`config.mk`:
```
export PLATFORM = sky130hd
export DESIGN_NAME = fam_mapper
export DESIGN_NICKNAME = d
export VERILOG_FILES = /design/src/hw/fam_pkg.sv /design/src/hw/fam_mapper.sv
export SDC_FILE = /design/constraint.sdc
export NUM_CORES = 1
export LEC_CHECK = 0
export BUFFER_PORTS_ARGS = -buffer_cell sky130_fd_sc_hd__clkbuf_2
export CAP_MARGIN = 25
export CORE_ASPECT_RATIO = 0.7
export CORE_MARGIN = 2
export CORE_UTILIZATION = 53
export DETAILED_ROUTE_END_ITERATION = 10
export GPL_TIMING_DRIVEN = 0
export PLACE_DENSITY = 0.85
export SETUP_SLACK_MARGIN = 0.4
export SYNTH_ARGS = -nofsm -noshare
export SYNTH_HDL_FRONTEND = slang
export SYNTH_SLANG_ARGS = --single-unit
```
`constraint.sdc`:
```
create_clock -name clk -period 2.97 [get_ports clk]
set_input_delay 0.4455 -clock clk [delete_from_list [all_inputs] [get_ports clk]]
set_output_delay 0.4455 -clock clk [all_outputs]
set_load 0.05 [all_outputs]
```
`src/hw/fam_pkg.sv`:
```
package fam_pkg;

  // Address and attribute widths
  localparam int ADDR_W = 32;
  localparam int ATTR_W = 3;
  localparam int REG_AW = 4;

  // Segment select field position
  localparam int SEG_HI = 31;
  localparam int SEG_LO = 29;

  // Segment codes from address bits 31:29
  localparam logic [2:0] SEG_CACHED_UNMAPPED = 3'h4;
  localparam logic [2:0] SEG_UNCACHED_UNMAPPED = 3'h5;

  // Relocation constants
  localparam logic [31:0] USER_RELOC_ADD = 32'h4000_0000;
  localparam logic [31:0] LOW_512M_MASK = 32'h1fff_ffff;

  // Setup register field positions
  localparam int UPPER_ATTR_HI = 30;
  localparam int UPPER_ATTR_LO = 28;
  localparam int USER_ATTR_HI = 27;
  localparam int USER_ATTR_LO = 25;
  localparam int KERN_ATTR_HI = 2;
  localparam int KERN_ATTR_LO = 0;

  // Coherency encoding for uncached references
  localparam logic [2:0] ATTR_UNCACHED = 3'h2;

  // Register offsets
  localparam logic [3:0] OFS_SETUP = 4'h0;
  localparam logic [3:0] OFS_CTRL = 4'h1;
  localparam logic [3:0] OFS_STATUS = 4'h2;
  localparam logic [3:0] OFS_IRQ_CLR = 4'h3;
  localparam logic [3:0] OFS_IRQ_EN = 4'h4;

  // Control bit positions
  localparam int CTRL_ERL_BIT = 0;

  // Reset values (setup field has none documented; chosen here)
  localparam logic [31:0] SETUP_RST = 32'h2400_0002;
  localparam logic [31:0] CTRL_RST = 32'h0000_0001;

  // Event bit positions in the status register
  localparam int EV_ADDR_ERR = 0;
  localparam int EV_RSVD_INSN = 1;
  localparam int EV_ERL_FETCH = 2;
  localparam int EV_W = 3;

  // Translation-table instruction kinds
  typedef enum logic [2:0] {
    FAM_OP_NONE,
    FAM_OP_WRITE_RANDOM,
    FAM_OP_WRITE_INDEXED,
    FAM_OP_PROBE,
    FAM_OP_READ,
    FAM_OP_OTHER
  } fam_op_t;

  // Translation request from the pipeline
  typedef struct packed {
    logic valid;
    logic fetch;
    logic user_mode;
    logic [31:0] vaddr;
  } fam_req_t;

  // Translation result to the pipeline
  typedef struct packed {
    logic valid;
    logic [31:0] paddr;
    logic [2:0] attr;
    logic addr_err;
  } fam_rsp_t;

endpackage

```
`src/hw/fam_mapper.sv`:
```
`timescale 1ns/1ps
`default_nettype none

// Operation
// [RQ1] Both low kernel regions map to lowest 512MB by dropping upper bits.
// [RQ2] Error-level clear: low user region gets one gigabyte added.
// [RQ3] Error-level set: low user region passes through unchanged.
// [RQ4] Regions from 0xC000_0000 upward map by identity.
// [RQ5] No supervisor mode exists; only user and kernel privilege.
// [RQ6] User access to kernel regions raises address error before translation.
// [RQ7] Upper kernel regions take cacheability from setup bits 30:28.
// [RQ8] Error-level clear: user region cacheability from setup bits 27:25.
// [RQ9] New fields share the cached kernel field coding; kernel field still used.
// [RQ10] Error-level set: user region data references are uncached.
// [RQ11] Uncached unmapped kernel region is always uncached.
// [RQ12] Software must not set error level while fetching from user region.
// [RQ13] Page-table interface registers are absent; their accesses are undefined.
// [RQ14] The four translation-table instructions raise reserved instruction exception.
// [RQ15] Segment chosen from bits 31:29; result ready in one access cycle.
module fam_mapper (
  // Clock and reset
  input wire logic clk,
  input wire logic rstn,
  // Translation port
  input wire fam_pkg::fam_req_t req,
  output fam_pkg::fam_rsp_t rsp,
  // Instruction decode port
  input wire logic op_valid,
  input wire fam_pkg::fam_op_t op,
  output logic rsvd_insn_exc,
  // Register port
  input wire logic [3:0] reg_addr,
  input wire logic [31:0] reg_wdata,
  input wire logic reg_wr,
  input wire logic reg_rd,
  output logic [31:0] reg_rdata,
  // Interrupt
  output logic irq
);
  import fam_pkg::*;

  // Address regions picked by the top three address bits
  typedef enum {
    FAM_REG_USER,
    FAM_REG_CACHED_LOW,
    FAM_REG_UNCACHED_LOW,
    FAM_REG_UPPER
  } fam_region_t;

  // Software-visible registers
  logic [31:0] setup_r;
  logic [31:0] ctrl_r;
  logic [EV_W-1:0] status_r;
  logic [EV_W-1:0] irq_en_r;

  // Attribute fields of the setup word
  logic [2:0] upper_attr;
  logic [2:0] user_attr;
  logic [2:0] kern_attr;

  // Error level flag from the control word
  logic error_level_flag;

  // Request decode
  fam_region_t req_region;
  logic req_upper_half;
  logic req_low_user;

  // Result and exception before their output registers
  fam_rsp_t rsp_nxt;
  logic rsvd_nxt;

  // Register port decode
  logic wr_setup;
  logic wr_ctrl;
  logic wr_clr;
  logic wr_en;
  logic [31:0] rdata_nxt;

  // Events, clear mask and sticky status
  logic [EV_W-1:0] ev_now;
  logic [EV_W-1:0] clr_mask;
  logic [EV_W-1:0] status_nxt;
  logic irq_nxt;

  // Region of a virtual address from bits 31:29
  function automatic fam_region_t region_of(input logic [31:0] va);
    logic [2:0] seg;

    seg = va[SEG_HI:SEG_LO];
    if (!seg[2]) begin
      region_of = FAM_REG_USER;
    end else if (seg == SEG_CACHED_UNMAPPED) begin
      region_of = FAM_REG_CACHED_LOW;
    end else if (seg == SEG_UNCACHED_UNMAPPED) begin
      region_of = FAM_REG_UNCACHED_LOW;
    end else begin
      region_of = FAM_REG_UPPER;
    end
  endfunction

  // Physical address of a virtual address
  // User relocation never carries out: bit 31 is clear in that region
  function automatic logic [31:0] xlate(input fam_region_t rg, input logic [31:0] va, input logic erl_f);
    logic [31:0] pa;

    pa = va;
    case (rg)
      FAM_REG_USER: begin
        if (erl_f) begin
          pa = va; // RQ3
        end else begin
          pa = va + USER_RELOC_ADD; // RQ2
        end
      end
      FAM_REG_CACHED_LOW: pa = va & LOW_512M_MASK; // RQ1
      FAM_REG_UNCACHED_LOW: pa = va & LOW_512M_MASK; // RQ1
      FAM_REG_UPPER: pa = va; // RQ4
      default: pa = va;
    endcase
    xlate = pa;
  endfunction

  // Cache attribute; the new fields share the cached kernel field coding
  function automatic logic [2:0] attr_of(input fam_region_t rg, input logic erl_f, input logic [2:0] upper_f,
                                         input logic [2:0] user_f, input logic [2:0] kern_f);
    logic [2:0] at;

    at = ATTR_UNCACHED;
    case (rg)
      FAM_REG_USER: begin
        // Fetch under error level is undefined; treated like data
        if (erl_f) begin
          at = ATTR_UNCACHED; // RQ10
        end else begin
          at = user_f; // RQ8
        end
      end
      FAM_REG_CACHED_LOW: at = kern_f; // RQ9
      FAM_REG_UNCACHED_LOW: at = ATTR_UNCACHED; // RQ11
      FAM_REG_UPPER: at = upper_f; // RQ7
      default: at = ATTR_UNCACHED;
    endcase
    attr_of = at;
  endfunction

  // The four translation-table instructions
  function automatic logic is_table_op(input fam_op_t o);
    logic hit;

    hit = 1'b0;
    case (o)
      FAM_OP_WRITE_RANDOM: hit = 1'b1; // RQ14
      FAM_OP_WRITE_INDEXED: hit = 1'b1; // RQ14
      FAM_OP_PROBE: hit = 1'b1; // RQ14
      FAM_OP_READ: hit = 1'b1; // RQ14
      default: hit = 1'b0;
    endcase
    is_table_op = hit;
  endfunction

  // Read mux; unmapped offsets, page-table ones included, read zero
  function automatic logic [31:0] reg_read(input logic [3:0] a, input logic [31:0] setup_f,
                                           input logic [31:0] ctrl_f, input logic [EV_W-1:0] st_f,
                                           input logic [EV_W-1:0] en_f);
    logic [31:0] d;

    case (a)
      OFS_SETUP: d = setup_f;
      OFS_CTRL: d = ctrl_f;
      OFS_STATUS: d = {{(32 - EV_W){1'b0}}, st_f};
      OFS_IRQ_EN: d = {{(32 - EV_W){1'b0}}, en_f};
      default: d = 32'h0000_0000; // RQ13
    endcase
    reg_read = d;
  endfunction

  // Setup word fields and error level
  assign upper_attr = setup_r[UPPER_ATTR_HI:UPPER_ATTR_LO]; // RQ7
  assign user_attr = setup_r[USER_ATTR_HI:USER_ATTR_LO]; // RQ8
  assign kern_attr = setup_r[KERN_ATTR_HI:KERN_ATTR_LO]; // RQ9
  assign error_level_flag = ctrl_r[CTRL_ERL_BIT];

  // Request decode
  assign req_region = region_of(req.vaddr); // RQ15
  assign req_upper_half = req.vaddr[SEG_HI];
  assign req_low_user = (req_region == FAM_REG_USER);

  // Translation result, combinational part
  // The attribute is still computed for a faulting access
  always_comb begin
    rsp_nxt.valid = req.valid;
    // Only user and kernel modes; any upper half address faults in user mode
    rsp_nxt.addr_err = req.valid && req.user_mode && req_upper_half; // RQ5 RQ6
    if (rsp_nxt.addr_err) begin
      rsp_nxt.paddr = 32'h0000_0000; // RQ6
    end else begin
      rsp_nxt.paddr = xlate(req_region, req.vaddr, error_level_flag); // RQ15
    end
    rsp_nxt.attr = attr_of(req_region, error_level_flag, upper_attr, user_attr, kern_attr); // RQ15
  end

  // Translation result register, one cycle
  // A new request may be taken every cycle; no state is kept between them
  always_ff @(posedge clk or negedge rstn) begin
    if (!rstn) begin
      rsp <= '0;
    end else begin
      rsp <= rsp_nxt;
    end
  end

  // Reserved instruction detection
  assign rsvd_nxt = op_valid && is_table_op(op); // RQ14

  // Reserved instruction exception register
  always_ff @(posedge clk or negedge rstn) begin
    if (!rstn) begin
      rsvd_insn_exc <= 1'b0;
    end else begin
      rsvd_insn_exc <= rsvd_nxt;
    end
  end

  // Register port write decode; other offsets are ignored
  assign wr_setup = reg_wr && (reg_addr == OFS_SETUP);
  assign wr_ctrl = reg_wr && (reg_addr == OFS_CTRL);
  assign wr_clr = reg_wr && (reg_addr == OFS_IRQ_CLR);
  assign wr_en = reg_wr && (reg_addr == OFS_IRQ_EN);

  // Setup register
  always_ff @(posedge clk or negedge rstn) begin
    if (!rstn) begin
      setup_r <= SETUP_RST;
    end else if (wr_setup) begin
      setup_r <= reg_wdata;
    end
  end

  // Control register, error level only
  // A change reaches translation from the next request on
  always_ff @(posedge clk or negedge rstn) begin
    if (!rstn) begin
      ctrl_r <= CTRL_RST;
    end else if (wr_ctrl) begin
      ctrl_r <= {31'h0000_0000, reg_wdata[CTRL_ERL_BIT]};
    end
  end

  // Interrupt enable register
  always_ff @(posedge clk or negedge rstn) begin
    if (!rstn) begin
      irq_en_r <= '0;
    end else if (wr_en) begin
      irq_en_r <= reg_wdata[EV_W-1:0];
    end
  end

  // Event sources: address error, reserved insn, user fetch under error level
  assign ev_now[EV_ADDR_ERR] = rsp_nxt.addr_err; // RQ6
  assign ev_now[EV_RSVD_INSN] = rsvd_nxt; // RQ14
  assign ev_now[EV_ERL_FETCH] = req.valid && req.fetch && error_level_flag && req_low_user; // RQ12

  // Status next value, set wins over clear
  assign clr_mask = wr_clr ? reg_wdata[EV_W-1:0] : '0;
  assign status_nxt = (status_r & ~clr_mask) | ev_now;

  // Sticky status
  always_ff @(posedge clk or negedge rstn) begin
    if (!rstn) begin
      status_r <= '0;
    end else begin
      status_r <= status_nxt;
    end
  end

  // Interrupt output, one cycle behind the status
  assign irq_nxt = |(status_r & irq_en_r);
  always_ff @(posedge clk or negedge rstn) begin
    if (!rstn) begin
      irq <= 1'b0;
    end else begin
      irq <= irq_nxt;
    end
  end

  // Read data, only in the cycle after the strobe
  assign rdata_nxt = reg_rd ? reg_read(reg_addr, setup_r, ctrl_r, status_r, irq_en_r) : 32'h0000_0000;
  always_ff @(posedge clk or negedge rstn) begin
    if (!rstn) begin
      reg_rdata <= 32'h0000_0000;
    end else begin
      reg_rdata <= rdata_nxt;
    end
  end

endmodule

`default_nettype wire

```
==> impl_metrics.tcl <==
set metrics [dict create \
    layout_common_cells "clkbuf_2, dfrtp_1, and2_1" \
    dp.cells 518 \
    grt_pass1_vias 2808 \
    tns_ns 0 \
    startpoint "rsp[7]" \
    post_cts_buffers 0 \
    grt_max_degree 111 \
    nNetsFinal 510 \
    layout_commonest_cell "clkbuf_2" \
    yosysWarnings 0 \
    slew_headroom_pct 44.86 \
    post-route-period-util_pct 50.25 \
    endpoint "rsp[7]" \
    antenna_found_initial 0 \
    postPlaceCellArea_sq_um 4959 \
    via_count 2672 \
    syn_inst 274 \
    post-route-util_pct 69.79 \
    cts_resized 0 \
    detail-route-antenna-nets 0 \
    start_util_pct 55.47 \
    synthFlopType "dfrtp_1" \
    cts_buffers 9 \
    crit_family "flip-flops" \
    min_path_type "input port to async pin" \
    drive_above_1_share_pct 49.77 \
    synth-xor-area-share_pct 0.2138 \
    p_leak_nw 2.742 \
    via_per_inst 5.004 \
    io_buffer_count 146 \
    crit_path_max_fanout 1 \
    synth-seq-area-share_pct 67.32 \
    design_area_sq_um 5154 \
    critPathKind "flip-flop to primary output" \
    rows 26 \
    worst_slew_pin_slew_ns 0.8271 \
    cap_viol_max_count 0 \
    startpoint_type "flip-flop" \
    yosys-mux-area-fraction_pct 13.44 \
    fin_worst_skew_ns 0.01142 \
    total_power_mw 3.270 \
    cts_sinks 110 \
    core-area_sq_um 7385 \
    power_density_nw_per_um2 634.4 \
    cts_hold_buf 0 \
    drtIter0Drc 159 \
    max_stage_delay_ns 0.40 \
    fmax_mhz 670.0 \
    synth_adder_area_share_pct 0.2749 \
    setup_viol 0 \
    fp.dieW_um 109.1 \
    r2r-end "reg_rdata[0]" \
    endpoint_kind "primary output" \
    clk_latency_ns 0.36 \
    synthDistinctLibCells 39 \
    areaGrowthSynthToFinish_pct 25.81 \
    drc_errors 0 \
    status "finished clean" \
    maxSlewViolCount 0 \
    synthesis.nets 353 \
    grt_setup_unrepaired "no" \
    crit_slowest_cell "dfrtp_1" \
    post_layout_nonfiller_instances 534 \
    wl_per_cell_um 16.45 \
    die_area_sq_um 8460 \
    hold_viol_final 0 \
    die_h_um 77.56 \
    clockBufferDepth 2 \
    synth_top_family_by_area "simple AND/OR/NAND/NOR gates" \
    syn_area_sq_um 4096 \
    r2r_setup_slack_ns 1.66 \
    htreeDepth 3 \
    gp_congestion 0.8320 \
    crit_chain "clkbuf_2" \
    drt_pass1_iterations 4 \
    timing.rr.start "ctrl_r[0]" \
    syn_area_per_cell_sq_um 14.95 \
    synth_enable_flop_cells 0 \
    diodes 0 \
    postRouteWirelength_mm 8.786 \
    grt-ovfl-total 0 \
    r2r_cells 3 \
    grt_pass1_wl_mm 13.88 \
    crit_buf_inv 1 \
    cts_root_buf "clkbuf_8" \
    ir_drop_mv 0.3868 \
    critical_path_required_ns 2.52 \
    synth-async-reset-ratio_pct 100.0 \
    dp_hpwl_mm 6.503 \
    clk_pin_slew_ns 0.10 \
    synth-compound-area-share_pct 2.810 \
    grt_usage_pct 21.84 \
    synth-simple-area-share_pct 13.62 \
    cts_tree "built" \
    synth_seq_cells 110 \
    ios 150 \
    cp_num_cells 1 \
    crit_arrival_ns 1.05 \
    min_period_ns 1.492 \
]
worst min path at each step:
stage | startpoint | end | slack [ns] | depth (start not counted)
after floorplan | rstn | irq | 0.15 | 0
after global placement | setup_r[22] | reg_rdata[22] | 0.46 | 1
after detailed placement | setup_r[10] | reg_rdata[10] | 0.47 | 1
after CTS | rstn | setup_r[5] | 0.20 | 1
after global routing | rstn | setup_r[8] | 0.21 | 1
final | rstn | setup_r[8] | 0.16 | 1
cells by family after synthesis:
group / Yosys count
DFF: 110
and+or+nand+nor: 91
muxes: 39
AOI/OAI and AO/OA: 16
buffers and inverters: 16
xor gates and xnor gates: 1
adders and majority gates: 1
Yosys cell counts (all sizes together), types with 2 or more instances:
| library cell | number | area, sq um |
|---|---|---|
| and3 | 2 | 12.51 |
| nor3b | 2 | 20.02 |
| clkbuf | 6 | 23.77 |
| inv | 3 | 11.26 |
| dfrtp | 106 | 2653 |
| buf | 7 | 60.05 |
| nor2 | 9 | 33.78 |
| and2 | 58 | 362.9 |
| nand3b | 2 | 15.01 |
| a22oi | 4 | 30.03 |
| dfstp | 4 | 105.1 |
| o21ai | 4 | 20.02 |
| nand4 | 2 | 12.51 |
| nand2 | 7 | 28.78 |
| nor3 | 2 | 10.01 |
| mux2 | 38 | 540.5 |
metrics by stage:
stage | setup WS [ns] | hold slack (ns)
after floorplan | 1.445 | 0.1499
after global placement | 0.06198 | 0.4626
after detailed placement | 1.204 | 0.4729
after CTS | 1.483 | 0.1997
after global routing | 1.436 | 0.2117
final | 1.478 | 0.1634
per-layer routing:
| metal | global-route usage, % | vias up | part of all wire, % | wire (um) |
|---|---|---|---|---|
| met5 | 0 | - | 0 | 0 |
| met4 | 7.308 | 0 | 1.7 | 153 |
| met1 | 27.22 | 1298 | 40 | 3477 |
| met2 | 35.09 | 131 | 49 | 4266 |
| met3 | 8.319 | 18 | 10 | 889 |
| li1 | - | 1225 | - | - |
power by group:
part           switching, mW  internal [mW]  total, mW
logic                  0.339          0.261      0.599
clock network          0.494          0.395      0.890
registers              0.104           1.68       1.78
sequential cells by signal (all words and copies together) (netlist names):
register,cells
ctrl_r,1
irq,1
irq_en_r,3
reg_rdata,32
rsp,37
rsvd_insn_exc,1
setup_r,32
status_r,3
cell type report:
class | instances | area, sq um
sequential | 110 | 2758
timing repair buffer | 146 | 739.5
inverter | 3 | 11.26
fill | 535 | 2231
clock inverter | 6 | 67.56
clock buffer | 10 | 127.6
tap | 98 | 122.6
multi-input combinational | 148 | 1244
buffer | 13 | 83.83
No activity file was read; power rests on OpenSTA's default activity.
